===== src/core/ipwm_pkg.sv =====
`default_nettype none
package ipwm_pkg;
   // register byte offsets
   localparam logic [7:0] OFS_PERIPH_EN = 8'h00;
   localparam logic [7:0] OFS_PRESCALE = 8'h04;
   localparam logic [7:0] OFS_MODE = 8'h08;
   localparam logic [7:0] OFS_NOISE = 8'h0C;
   localparam logic [7:0] OFS_OUTPUT = 8'h10;
   localparam logic [7:0] OFS_TRIGGER = 8'h14;
   localparam logic [7:0] OFS_ENABLED = 8'h18;
   localparam logic [7:0] OFS_COUNTER = 8'h1C;
   localparam logic [7:0] OFS_CAPTURE = 8'h20;
   localparam logic [7:0] OFS_STATUS = 8'h24;
   // field positions
   localparam int POS_UNIT_EN = 0;
   localparam int POS_START = 0;
   localparam int POS_STOP = 1;
   localparam int POS_OVF = 0;
   localparam int POS_NOISE = 0;
   localparam int POS_CLK_SEL = 14;
   localparam int POS_EDGE_SEL = 6;
   localparam int POS_OP_MODE = 1;
   localparam int POS_PRESC_W = 4;
   // encodings
   localparam logic [2:0] MODE_CAPT_ONE = 3'h6;
   localparam logic [1:0] EDGE_LOW_W = 2'h2;
   localparam logic [1:0] EDGE_HIGH_W = 2'h3;
   localparam logic [1:0] RESP_OKAY = 2'h0;
   localparam logic [1:0] RESP_SLVERR = 2'h2;
   // values after reset, and the full count
   localparam logic [15:0] RST_PRESCALE = 16'h0000;
   localparam logic [15:0] RST_COUNT = 16'h0000;
   localparam logic [15:0] RST_CAPTURE = 16'h0000;
   localparam logic [15:0] COUNT_FULL = 16'hFFFF;

   typedef struct packed {
      logic [1:0] clk_sel;
      logic [1:0] edge_sel;
      logic [2:0] op_mode;
   } ipwm_mode_t;

   typedef struct packed {
      logic enable;
      logic value;
      logic mode;
      logic level;
   } ipwm_out_t;

   localparam ipwm_mode_t RST_MODE = '{clk_sel: 2'h0, edge_sel: 2'h0, op_mode: 3'h0};
   localparam ipwm_out_t RST_OUT = '{enable: 1'h0, value: 1'h0, mode: 1'h0, level: 1'h0};

   typedef enum logic [1:0] {
      ST_STOPPED,
      ST_WAIT_START,
      ST_COUNTING
   } ipwm_state_t;
endpackage
`default_nettype wire


===== src/core/ipwm_width_meas.sv =====
`default_nettype none
module ipwm_width_meas
   import ipwm_pkg::*;
(
   // clock and reset
   input wire logic aclk,
   input wire logic aresetn,
   // axi4-lite write address and data
   input wire logic [7:0] s_axi_awaddr,
   input wire logic s_axi_awvalid,
   output logic s_axi_awready,
   input wire logic [31:0] s_axi_wdata,
   input wire logic [3:0] s_axi_wstrb,
   input wire logic s_axi_wvalid,
   output logic s_axi_wready,
   // axi4-lite write response
   output logic [1:0] s_axi_bresp,
   output logic s_axi_bvalid,
   input wire logic s_axi_bready,
   // axi4-lite read
   input wire logic [7:0] s_axi_araddr,
   input wire logic s_axi_arvalid,
   output logic s_axi_arready,
   output logic [31:0] s_axi_rdata,
   output logic [1:0] s_axi_rresp,
   output logic s_axi_rvalid,
   input wire logic s_axi_rready,
   // timer input pin and interrupt
   input wire logic timer_input_pin,
   output logic channel_interrupt
);

   ////////////////////////////////////////////////////////////////////////////
   function automatic logic presc_tick(input logic [15:0] cnt, input logic [3:0] sel);
      logic [15:0] mask;
      mask = 16'((17'h1 << sel) - 17'h1);
      return (cnt & mask) == mask;
   endfunction

   function automatic logic known_addr(input logic [7:0] a);
      return a inside {OFS_PERIPH_EN, OFS_PRESCALE, OFS_MODE, OFS_NOISE, OFS_OUTPUT,
                       OFS_TRIGGER, OFS_ENABLED, OFS_COUNTER, OFS_CAPTURE, OFS_STATUS};
   endfunction

   ////////////////////////////////////////////////////////////////////////////
   // bus handshake state
   logic aw_free_r, aw_free_nxt, w_free_r, w_free_nxt;
   logic arready_r, arready_nxt;
   logic [7:0] aw_addr_r, aw_addr_nxt;
   logic [31:0] w_data_r, w_data_nxt;
   logic [3:0] w_strb_r, w_strb_nxt;
   logic bvalid_r, bvalid_nxt;
   logic [1:0] bresp_r, bresp_nxt;
   logic rvalid_r, rvalid_nxt;
   logic [31:0] rdata_r, rdata_nxt;
   logic [1:0] rresp_r, rresp_nxt;
   logic wr_fire, rd_fire;

   // timer and register state
   logic unit_en_r, unit_en_nxt;
   logic [15:0] presc_sel_r, presc_sel_nxt;
   ipwm_mode_t mode_r, mode_nxt;
   logic noise_en_r, noise_en_nxt;
   ipwm_out_t out_r, out_nxt;
   logic enabled_r, enabled_nxt;
   ipwm_state_t state_r, state_nxt;
   logic [15:0] div_r, div_nxt;
   logic [15:0] count_r, count_nxt;
   logic [15:0] capture_r, capture_nxt;
   logic ovf_r, ovf_nxt;
   logic wrapped_r, wrapped_nxt;
   logic irq_r, irq_nxt;
   logic [2:0] pin_sync_r;
   logic pin_lvl_r, pin_lvl_nxt;
   logic smp_r, smp_nxt;
   logic filt_r, filt_nxt;

   ////////////////////////////////////////////////////////////////////////////
   assign wr_fire = !aw_free_r && !w_free_r && !bvalid_r;
   assign rd_fire = s_axi_arvalid && !rvalid_r;

   always_comb begin
      aw_free_nxt = aw_free_r;
      w_free_nxt = w_free_r;
      aw_addr_nxt = aw_addr_r;
      w_data_nxt = w_data_r;
      w_strb_nxt = w_strb_r;
      bvalid_nxt = bvalid_r;
      bresp_nxt = bresp_r;
      rvalid_nxt = rvalid_r;
      rdata_nxt = rdata_r;
      rresp_nxt = rresp_r;
      if (s_axi_awvalid && aw_free_r) begin
         aw_free_nxt = 1'b0;
         aw_addr_nxt = s_axi_awaddr;
      end
      if (s_axi_wvalid && w_free_r) begin
         w_free_nxt = 1'b0;
         w_data_nxt = s_axi_wdata;
         w_strb_nxt = s_axi_wstrb;
      end
      if (wr_fire) begin
         aw_free_nxt = 1'b1;
         w_free_nxt = 1'b1;
         bvalid_nxt = 1'b1;
         bresp_nxt = known_addr(aw_addr_r) ? RESP_OKAY : RESP_SLVERR;
      end else if (bvalid_r && s_axi_bready) begin
         bvalid_nxt = 1'b0;
      end
      if (rd_fire) begin
         rvalid_nxt = 1'b1;
         rresp_nxt = known_addr(s_axi_araddr) ? RESP_OKAY : RESP_SLVERR;
         rdata_nxt = 32'h0000_0000;
         unique case (s_axi_araddr)
            OFS_PERIPH_EN: rdata_nxt[POS_UNIT_EN] = unit_en_r;
            OFS_PRESCALE: rdata_nxt[15:0] = presc_sel_r;
            OFS_MODE: begin
               rdata_nxt[POS_CLK_SEL +: 2] = mode_r.clk_sel;
               rdata_nxt[POS_EDGE_SEL +: 2] = mode_r.edge_sel;
               rdata_nxt[POS_OP_MODE +: 3] = mode_r.op_mode;
            end
            OFS_NOISE: rdata_nxt[POS_NOISE] = noise_en_r;
            OFS_OUTPUT: rdata_nxt[3:0] = out_r;
            OFS_ENABLED: rdata_nxt[0] = enabled_r;
            OFS_COUNTER: rdata_nxt[15:0] = count_r;
            OFS_CAPTURE: rdata_nxt[15:0] = capture_r;
            OFS_STATUS: rdata_nxt[POS_OVF] = ovf_r;
            default: rdata_nxt = 32'h0000_0000;
         endcase
      end else if (rvalid_r && s_axi_rready) begin
         rvalid_nxt = 1'b0;
      end
      arready_nxt = !rvalid_nxt;
   end

   always_ff @(posedge aclk) begin
      if (!aresetn) begin
         aw_free_r <= 1'b1;
         w_free_r <= 1'b1;
         arready_r <= 1'b1;
         aw_addr_r <= 8'h00;
         w_data_r <= 32'h0000_0000;
         w_strb_r <= 4'h0;
         bvalid_r <= 1'b0;
         bresp_r <= RESP_OKAY;
         rvalid_r <= 1'b0;
         rdata_r <= 32'h0000_0000;
         rresp_r <= RESP_OKAY;
      end else begin
         aw_free_r <= aw_free_nxt;
         w_free_r <= w_free_nxt;
         arready_r <= arready_nxt;
         aw_addr_r <= aw_addr_nxt;
         w_data_r <= w_data_nxt;
         w_strb_r <= w_strb_nxt;
         bvalid_r <= bvalid_nxt;
         bresp_r <= bresp_nxt;
         rvalid_r <= rvalid_nxt;
         rdata_r <= rdata_nxt;
         rresp_r <= rresp_nxt;
      end
   end

   assign s_axi_awready = aw_free_r;
   assign s_axi_wready = w_free_r;
   assign s_axi_bvalid = bvalid_r;
   assign s_axi_bresp = bresp_r;
   assign s_axi_arready = arready_r;
   assign s_axi_rvalid = rvalid_r;
   assign s_axi_rdata = rdata_r;
   assign s_axi_rresp = rresp_r;

   ////////////////////////////////////////////////////////////////////////////
   // pin synchroniser: first stage feeds only the second
   always_ff @(posedge aclk) begin
      if (!aresetn) begin
         pin_sync_r <= 3'h0;
      end else begin
         pin_sync_r <= {pin_sync_r[1:0], timer_input_pin};
      end
   end

   ////////////////////////////////////////////////////////////////////////////
   logic op_tick, unit_wr, meas_mode;
   logic edge_rise, edge_fall, start_edge, capt_edge;

   always_comb begin
      unit_en_nxt = unit_en_r;
      presc_sel_nxt = presc_sel_r;
      mode_nxt = mode_r;
      noise_en_nxt = noise_en_r;
      out_nxt = out_r;
      enabled_nxt = enabled_r;
      state_nxt = state_r;
      div_nxt = div_r;
      count_nxt = count_r;
      capture_nxt = capture_r;
      ovf_nxt = ovf_r;
      wrapped_nxt = wrapped_r;
      irq_nxt = 1'b0;
      pin_lvl_nxt = pin_lvl_r;
      smp_nxt = smp_r;
      filt_nxt = filt_r;
      edge_rise = 1'b0;
      edge_fall = 1'b0;
      // writes other than the unit enable ignored while the unit is off
      unit_wr = wr_fire && unit_en_r && w_strb_r[0];
      // only capture one-count mode measures widths
      // edge select picks low or high width
      meas_mode = (mode_r.op_mode == MODE_CAPT_ONE) && mode_r.edge_sel[1];
      // four prescaled clocks; the mode picks one
      op_tick = presc_tick(div_r, presc_sel_r[{mode_r.clk_sel, 2'b00} +: POS_PRESC_W]);
      if (pin_sync_r[1] == pin_sync_r[2]) begin
         pin_lvl_nxt = pin_sync_r[2];
      end
      // prescaler cleared to zero while the unit is off
      // divider runs once the unit is enabled
      div_nxt = unit_en_r ? div_r + 16'h0001 : 16'h0000;
      // sample on operation clock, optional filter
      if (unit_en_r && op_tick) begin
         smp_nxt = pin_lvl_r;
         if (!noise_en_r || smp_r == pin_lvl_r) begin
            filt_nxt = pin_lvl_r;
            edge_rise = pin_lvl_r && !filt_r;
            edge_fall = !pin_lvl_r && filt_r;
         end
      end
      start_edge = (mode_r.edge_sel == EDGE_HIGH_W) ? edge_rise : edge_fall;
      capt_edge = (mode_r.edge_sel == EDGE_HIGH_W) ? edge_fall : edge_rise;
      unique case (state_r)
         ST_STOPPED: begin
         end
         ST_WAIT_START: begin
            if (meas_mode && start_edge) begin
               count_nxt = RST_COUNT;
               wrapped_nxt = 1'b0;
               state_nxt = ST_COUNTING;
            end
         end
         ST_COUNTING: begin
            if (op_tick) begin
               count_nxt = count_r + 16'h0001;
               if (count_r == COUNT_FULL) begin
                  wrapped_nxt = 1'b1;
               end
               if (capt_edge) begin
                  capture_nxt = count_r;
                  irq_nxt = 1'b1;
                  ovf_nxt = wrapped_r;
                  // hold until the next start edge
                  state_nxt = ST_WAIT_START;
               end
            end
         end
      endcase
      if (unit_wr) begin
         unique case (aw_addr_r)
            OFS_PRESCALE: presc_sel_nxt = w_data_r[15:0];
            OFS_MODE: begin
               mode_nxt.clk_sel = w_data_r[POS_CLK_SEL +: 2];
               mode_nxt.edge_sel = w_data_r[POS_EDGE_SEL +: 2];
               mode_nxt.op_mode = w_data_r[POS_OP_MODE +: 3];
            end
            OFS_NOISE: noise_en_nxt = w_data_r[POS_NOISE];
            OFS_OUTPUT: out_nxt = w_data_r[3:0];
            OFS_TRIGGER: begin
               // counter and overflow flag are held
               if (w_data_r[POS_STOP]) begin
                  enabled_nxt = 1'b0;
                  state_nxt = ST_STOPPED;
               // start: enabled, wait for start edge
               end else if (w_data_r[POS_START] && !enabled_r) begin
                  enabled_nxt = 1'b1;
                  state_nxt = ST_WAIT_START;
               end
            end
            default: begin
            end
         endcase
      end
      if (wr_fire && w_strb_r[0] && aw_addr_r == OFS_PERIPH_EN) begin
         unit_en_nxt = w_data_r[POS_UNIT_EN];
      end
      // unit off returns the timer registers to reset; the filter takes the pin level
      if (!unit_en_r) begin
         presc_sel_nxt = RST_PRESCALE;
         mode_nxt = RST_MODE;
         noise_en_nxt = 1'b0;
         out_nxt = RST_OUT;
         enabled_nxt = 1'b0;
         state_nxt = ST_STOPPED;
         count_nxt = RST_COUNT;
         capture_nxt = RST_CAPTURE;
         ovf_nxt = 1'b0;
         wrapped_nxt = 1'b0;
         smp_nxt = 1'b0;
         filt_nxt = pin_lvl_r;
      end
   end

   always_ff @(posedge aclk) begin
      if (!aresetn) begin
         unit_en_r <= 1'b0;
         presc_sel_r <= RST_PRESCALE;
         mode_r <= RST_MODE;
         noise_en_r <= 1'b0;
         out_r <= RST_OUT;
         enabled_r <= 1'b0;
         state_r <= ST_STOPPED;
         div_r <= 16'h0000;
         count_r <= RST_COUNT;
         capture_r <= RST_CAPTURE;
         ovf_r <= 1'b0;
         wrapped_r <= 1'b0;
         irq_r <= 1'b0;
         pin_lvl_r <= 1'b0;
         smp_r <= 1'b0;
         filt_r <= 1'b0;
      end else begin
         unit_en_r <= unit_en_nxt;
         presc_sel_r <= presc_sel_nxt;
         mode_r <= mode_nxt;
         noise_en_r <= noise_en_nxt;
         out_r <= out_nxt;
         enabled_r <= enabled_nxt;
         state_r <= state_nxt;
         div_r <= div_nxt;
         count_r <= count_nxt;
         capture_r <= capture_nxt;
         ovf_r <= ovf_nxt;
         wrapped_r <= wrapped_nxt;
         irq_r <= irq_nxt;
         pin_lvl_r <= pin_lvl_nxt;
         smp_r <= smp_nxt;
         filt_r <= filt_nxt;
      end
   end

   assign channel_interrupt = irq_r;
endmodule
`default_nettype wire


===== config.mk =====
export PLATFORM = sky130hd
export DESIGN_NAME = ipwm_width_meas
export DESIGN_NICKNAME = d
export VERILOG_FILES = /design/src/core/ipwm_pkg.sv /design/src/core/ipwm_width_meas.sv
export SDC_FILE = /design/constraint.sdc
export NUM_CORES = 1
export LEC_CHECK = 0
export BUFFER_PORTS_ARGS = -buffer_cell sky130_fd_sc_hd__clkbuf_2
export CAP_MARGIN = 10
export CORE_MARGIN = 5
export CORE_UTILIZATION = 55
export CTS_BUF_LIST = sky130_fd_sc_hd__clkbuf_2
export DETAILED_ROUTE_END_ITERATION = 10
export MAX_ROUTING_LAYER = met4
export PLACE_DENSITY = 0.78
export REMOVE_ABC_BUFFERS = 1
export SYNTH_ARGS = -nofsm -noshare
export SYNTH_HDL_FRONTEND = slang
export SYNTH_SLANG_ARGS = --single-unit

===== constraint.sdc =====
create_clock -name aclk -period 8.7 [get_ports aclk]
set_input_delay 1.305 -clock aclk [delete_from_list [all_inputs] [get_ports aclk]]
set_output_delay 1.305 -clock aclk [all_outputs]
set_load 0.005 [all_outputs]

Yosys cells after proc, flatten, opt, wreduce, memory -nomap -nowiden
Index checks and enable logic that the tools add are counted.
{"block": "totals", "reg_bits": 139, "input_bits": 60}
{"block": "op_classes", "addsub": 3, "n_eq_ne": 31, "shift": 2, "n_mux": 39, "bitwise_logic": 2, "n_reduce_logical": 46}
{"cell": "$eq 8x5->1 const B", "n": 8}
{"cell": "$add 16x1->16 const B", "n": 2}
{"cell": "$eq 8x4->1 const B", "n": 4}
{"cell": "$eq 8x6->1 const B", "n": 4}
{"cell": "$mux 16", "n": 2}
{"cell": "$pmux 16 s2", "n": 1}
{"cell": "$reduce_bool 10->1", "n": 2}
{"cell": "$mux 1", "n": 19}
{"cell": "$mux 2", "n": 9}
{"cell": "$pmux 6 s3", "n": 1}
{"cell": "$logic_and 1x1->1", "n": 17}
{"cell": "$and 16x16->16", "n": 1}
{"cell": "$eq 16x16->1", "n": 1}
{"cell": "$eq 16x16->1 const B", "n": 1}
{"cell": "$eq 8x3->1 const B", "n": 2}
{"cell": "$logic_not 8->1", "n": 2}
{"cell": "$pmux 2 s4", "n": 2}
{"cell": "$shiftx 16x5->4", "n": 1}
{"cell": "$shl 1x4->16 const A", "n": 1}
{"cell": "$sub 16x1->16 const B", "n": 1}
{"cell": "$pmux 3 s5", "n": 1}
{"cell": "$reduce_and 2->1", "n": 6}
{"cell": "$reduce_and 3->1", "n": 4}
{"cell": "$logic_not 1->1", "n": 9}
{"cell": "15 further kinds", "n": 22}

Longest topological paths before layout
{"block": "depth", "depth_word": 15, "ltp_mapped": 17, "mapped_depth_nobuf": 12}

Least setup slack after synthesis
No wires, ideal clock.
{"block": "synth_timing", "path_type": "reg-to-reg", "from": "register mode_r[5] (netlist name)", "to": "register count_r[12]", "setup_ns": 0.070, "t_arrival_ns": 4.076, "required_ns": 8.630, "setup_slack_ns": 4.554, "stages_incl_launch_ff": 15, "path_buffers": 3, "cell_sequence": "dfxtp_1 > buf_6 > mux4_2 > buf_6 > nor4_1 > inv_1 > ha_1 > clkbuf_1 > nand2_1 > o21ai_0 > o21a_1 > or4_4 > or4_4 > or4_1 > a21oi_1"}
{"block": "synth_between", "elab_chain_cells": 11}
{"item": "from (decl)", "line_no": "ipwm_width_meas.sv:62", "source": "ipwm_mode_t mode_r, mode_nxt;"}
{"item": "from (signal assigned)", "line_no": "ipwm_width_meas.sv:322", "source": "mode_r <= mode_nxt;"}
{"item": "$shiftx 16x5->4 *", "line_no": "ipwm_width_meas.sv:212", "source": "op_tick = presc_tick(div_r, presc_sel_r[{mode_r.clk_sel, 2'b00} +: POS_PRESC_W]);"}
{"item": "$shl 1x4->16 *", "line_no": "ipwm_width_meas.sv:36", "source": "mask = 16'((17'h1 << sel) - 17'h1);"}
{"item": "$sub 16x1->16 *", "line_no": "ipwm_width_meas.sv:36"}
{"item": "$and 16x16->16", "line_no": "ipwm_width_meas.sv:37", "source": "return (cnt & mask) == mask;"}
{"item": "$eq 16x16->1 *", "line_no": "ipwm_width_meas.sv:37"}
{"item": "$logic_and 1x1->1", "line_no": "ipwm_width_meas.sv:220", "source": "if (unit_en_r && op_tick) begin"}
{"item": "$mux 1", "line_no": "ipwm_width_meas.sv:220"}
{"item": "$mux 1", "line_no": "ipwm_width_meas.sv:228", "source": "start_edge = (mode_r.edge_sel == EDGE_HIGH_W) ? edge_rise : edge_fall;"}
{"item": "$logic_and 1x1->1", "line_no": "ipwm_width_meas.sv:234", "source": "if (meas_mode && start_edge) begin"}
{"item": "$ne 2x2->1 (no source line)"}
{"item": "$reduce_and 3->1 (no source line) *"}
{"item": "to (signal assigned)", "line_no": "ipwm_width_meas.sv:328", "source": "count_r <= count_nxt;"}
{"item": "to (decl)", "line_no": "ipwm_width_meas.sv:68", "source": "logic [15:0] count_r, count_nxt;"}
Mark *: on every way between the ends. The rest lies on a longest branch, timed or not.
A chain may end at the register's enable or synchronous reset.

Final worst setup path
{"block": "layout_timing", "from": "register mode_r[5] (netlist name)", "to": "register capture_r[8]"}
{"block": "layout_between", "elab_chain_cells": 9}
{"item": "$shiftx 16x5->4 *", "line_no": "ipwm_width_meas.sv:212"}
{"item": "$shl 1x4->16 *", "line_no": "ipwm_width_meas.sv:36"}
{"item": "$sub 16x1->16 *", "line_no": "ipwm_width_meas.sv:36"}
{"item": "$and 16x16->16", "line_no": "ipwm_width_meas.sv:37"}
{"item": "$eq 16x16->1 *", "line_no": "ipwm_width_meas.sv:37"}
{"item": "$logic_and 1x1->1", "line_no": "ipwm_width_meas.sv:220"}
{"item": "$mux 1", "line_no": "ipwm_width_meas.sv:220"}
{"item": "$mux 1", "line_no": "ipwm_width_meas.sv:229", "source": "capt_edge = (mode_r.edge_sel == EDGE_HIGH_W) ? edge_fall : edge_rise;"}
{"item": "$reduce_and 3->1 (no source line) *"}
{"item": "to (signal assigned)", "line_no": "ipwm_width_meas.sv:329", "source": "capture_r <= capture_nxt;"}
{"item": "to (decl)", "line_no": "ipwm_width_meas.sv:69", "source": "logic [15:0] capture_r, capture_nxt;"}
Marked as above.

==> results.txt <==
----------------------------------------------------
[Floorplanning]
  Effective utilization at floorplan ... 0.557
  Die Outline Area ... 13700 µm²
  Std-Cell Rows ... 39
  Ports ... 102
  Core box area ... 11300 µm²
  Chip Width ... 117 µm
  Vertical die dimension ... 117 µm

[Synthesis]
  Most used flip-flop cell after synthesis ... dfxtp_1
  Most area-consuming cells after synthesis ... dfxtp_1, nand2_1, a21oi_1
  Number of warning messages in the yosys log ... 0
  Number of enable flip-flop cells after synthesis ... 0
  Post-Synthesis Mean Instance Area ... 8.38 µm²
  Number of distinct standard cells referenced by the synthesized netlist ... 57
  Ys async rst share ... 0
  Cell area after technology mapping ... 6310 µm²
  Library cell with the highest instance count after synthesis ... dfxtp_1
  Commonest cells in the synthesized netlist ... dfxtp_1, nand2_1, nor2_1
  Cell count after synthesis ... 753
  Cell type contributing the most total cell area after synthesis ... dfxtp_1
  Number of flip-flops and latches in the synthesized netlist ... 136
  Synth top area share ... 0.431
  Post-synthesis sequential area ratio ... 0.431

[Drt]
  Count of unresolved DRC violations after routing ... 0
  First-pass iteration count of the detailed router ... 6
  Post-route antenna net violation count ... 0
  Vias per cell ... 5.96
  Average wire per cell in the routed design ... 16.2 µm
  DRC violation total after the first TritonRoute iteration ... 468
  Top routing layer in use ... met4
  Wire length on met1 ... 6390 µm
  Sum of met2 wire segment lengths after detailed routing ... 7580 µm
  Total via count after detailed routing ... 5667
  Detailed-routed wire length on met3 ... 1070 µm
  Final Routed Wirelength ... 15400 µm

[GRT]
  Via count of the first global-routing pass ... 5346
  Maximum number of pins on one net before global-route repair ... 63
  First-pass GRT wire length ... 25600 µm
  Number of antenna violations at the first check in global routing ... 0
  Total Routing Usage GR ... 0.241
  GR Overflow Total ... 0

[Timing]
  Max Slew Vio Count ... 0
  Clock Skews ... 0.0469 ns
  Achievable clock frequency ... 187 MHz
  Post-route setup TNS ... 0 ns
  Setup repair after global routing missed its margin ... no
  Number of failing setup endpoints in the final timing report ... 0
  Headroom to the max-slew limit ... 0.215
  Share of the clock period used by the worst path after layout ... 0.615
  Minimum clock period after layout ... 5.35 ns
  Transition time of the tightest slew-check pin ... 1.17 ns
  Number of endpoints with negative hold slack in the final report ... 0

[Layout]
  Final layout net count ... 860
  Area taken by flip-flops and latches ... 2720 µm²
  Share of final-layout standard cells stronger than drive strength 1 ... 0.147
  Area of the multi-input gates ... 3280 µm²
  Final std cells w/o fill ... 951
  # diodes ... 0
  Synth-to-Final Area Change ... 8.74%
  Fill cell count ... 976

[Setup path]
  Crit path launch type ... flop
  Startpoint-to-endpoint class of the critical path ... flop to flop
  Worst setup EP type ... flop
  CP arrival ... 5.92 ns
  Biggest fanout along the worst timing path ... 19
  Required time of the critical path ... 9.27 ns

[Power]
  Power density of the placed cells ... 164 nW/µm²
  Worst IR drop on VDD ... 0.139 mV
  LEAKAGE ... 2.42 nW

[Placement]
  IO Port Bufs ... 64
  Placer congestion estimate ... 0.879
  DP HPWL ... 11200 µm
  Number of placed cells counting well taps ... 919

[Clock network]
  Clock sink count ... 136
  CTS tree ... done
  Post-CTS repair timing setup buffer count ... 0
  Clock tree buffer depth ... 2
  Reg clk slew, reported paths ... 0.24 ns
  Cell at the root of the clock tree ... clkbuf_2
  Depth of the CTS H-tree ... 4
  Skew-Pair Late Insertion Delay ... 0.72 ns
  Count of instances resized after the clock tree is built ... 0
  Hold-fix buffers at CTS ... 0
  Inserted Clock Buffers ... 17

[Run]
  Maximum Capacitance Violations ... 0

[Outcome]
  Run status ... completed

[Worst hold path]
  Hold Path Class ... flop to flop

----------------------------------------------------
==> area by class of cell <==
type                       count  share of cell area
clock buffer                  17              0.0124
clock inverter                15              0.0279
inverter                      14             0.00839
multi-input combinational    558               0.477
sequential                   136               0.397
tap                          143              0.0261
timing repair buffer          68              0.0511
==> report_power, final <==
| part | switching [mW] | internal [mW] | total [mW] |
|---|---|---|---|
| Clock | 0.255 | 0.167 | 0.423 |
| Combinational | 0.0319 | 0.0226 | 0.0545 |
| Sequential | 0.0114 | 0.638 | 0.649 |
| Total | 0.299 | 0.828 | 1.13 |
==> cells in the final DEF (no fill, tap or decap), drive strengths merged, types with 6 or more instances in the layout <==
| master | count |
|---|---|
| a211oi | 10 |
| a21oi | 71 |
| a222oi | 15 |
| a31oi | 6 |
| and3 | 9 |
| clkbuf | 81 |
| clkinv | 6 |
| conb | 18 |
| dfxtp | 136 |
| inv | 17 |
| mux2i | 35 |
| nand2 | 111 |
| nand2b | 12 |
| nand3 | 28 |
| nand4 | 9 |
| nor2 | 85 |
| nor3 | 17 |
| nor4 | 9 |
| o21ai | 19 |
| or3 | 13 |
| or4 | 7 |
| xnor2 | 10 |
| xor2 | 10 |
==> stage by stage <==
| stage | area, µm² | util | hold slack, ns | setup WS, ns | total power, mW |
|---|---|---|---|---|---|
| floorplan | 6040 | - | 0.412 | 4.24 | 0.687 |
| global placement | 6590 | 0.582 | 0.414 | 3.68 | 0.712 |
| detailed placement | 6590 | 0.582 | 0.428 | 3.46 | 0.716 |
| CTS | 6860 | 0.606 | 0.449 | 3.38 | 1.13 |
| global route | 6860 | 0.606 | 0.473 | 3.06 | 1.17 |
| finish | 6860 | 0.606 | 0.441 | 3.35 | 1.13 |
==> metal layers <==
metal,vias up,track usage
met3,37,0.0524
met5,-,-
met4,0,0.0849
li1,2737,-
met1,2669,0.303
met2,224,0.385
==> worst paths after layout <==
path,startpoint,to,slack [ns],cells past startpoint
min reg2reg,w_data_r[8]$_SDFFE_PN0P_,presc_sel_r[8]$_SDFFE_PN0P_,0.44,2
max reg2reg,mode_r[5]$_SDFFE_PN0P_,capture_r[8]$_SDFFE_PN0P_,3.35,12
max,mode_r[5]$_SDFFE_PN0P_,capture_r[8]$_SDFFE_PN0P_,3.35,12
min,w_data_r[8]$_SDFFE_PN0P_,presc_sel_r[8]$_SDFFE_PN0P_,0.44,2
==> state kept, by name, summed over array words and instances (netlist names), 2 cells and up <==
| name | cells |
|---|---|
| w_data_r | 16 |
| pin_sync_r | 3 |
| s_axi_rdata | 16 |
| mode_r | 7 |
| count_r | 16 |
| capture_r | 16 |
| div_r | 15 |
| out_r | 4 |
| state_r | 2 |
| presc_sel_r | 16 |
| aw_addr_r | 8 |
==> cell families after synthesis <==
kind of cell	count (synthesis)	synth area share
muxes	40	0.0734
DFF	136	0.431
adders and majority gates	5	0.00991
and+or+nand+nor	323	0.240
other	1	0.000594
xor gates and xnor gates	20	0.0278
buffers and inverters	76	0.0623
AOI/OAI and AO/OA	152	0.155
==> critical path: stages (launching register included) <==
cell,delay [ns]
dfxtp_1,0.63
mux4_2,0.73
nor4_1,0.49
inv_1,0.11
ha_1,0.41
nor2b_1,0.19
a22oi_1,0.19
or4b_2,0.65
a41o_1,0.26
nand2_1,0.28
or4_1,0.89
mux2i_1,0.31
nor2_1,0.06
(Power assumes the default switching activity.)
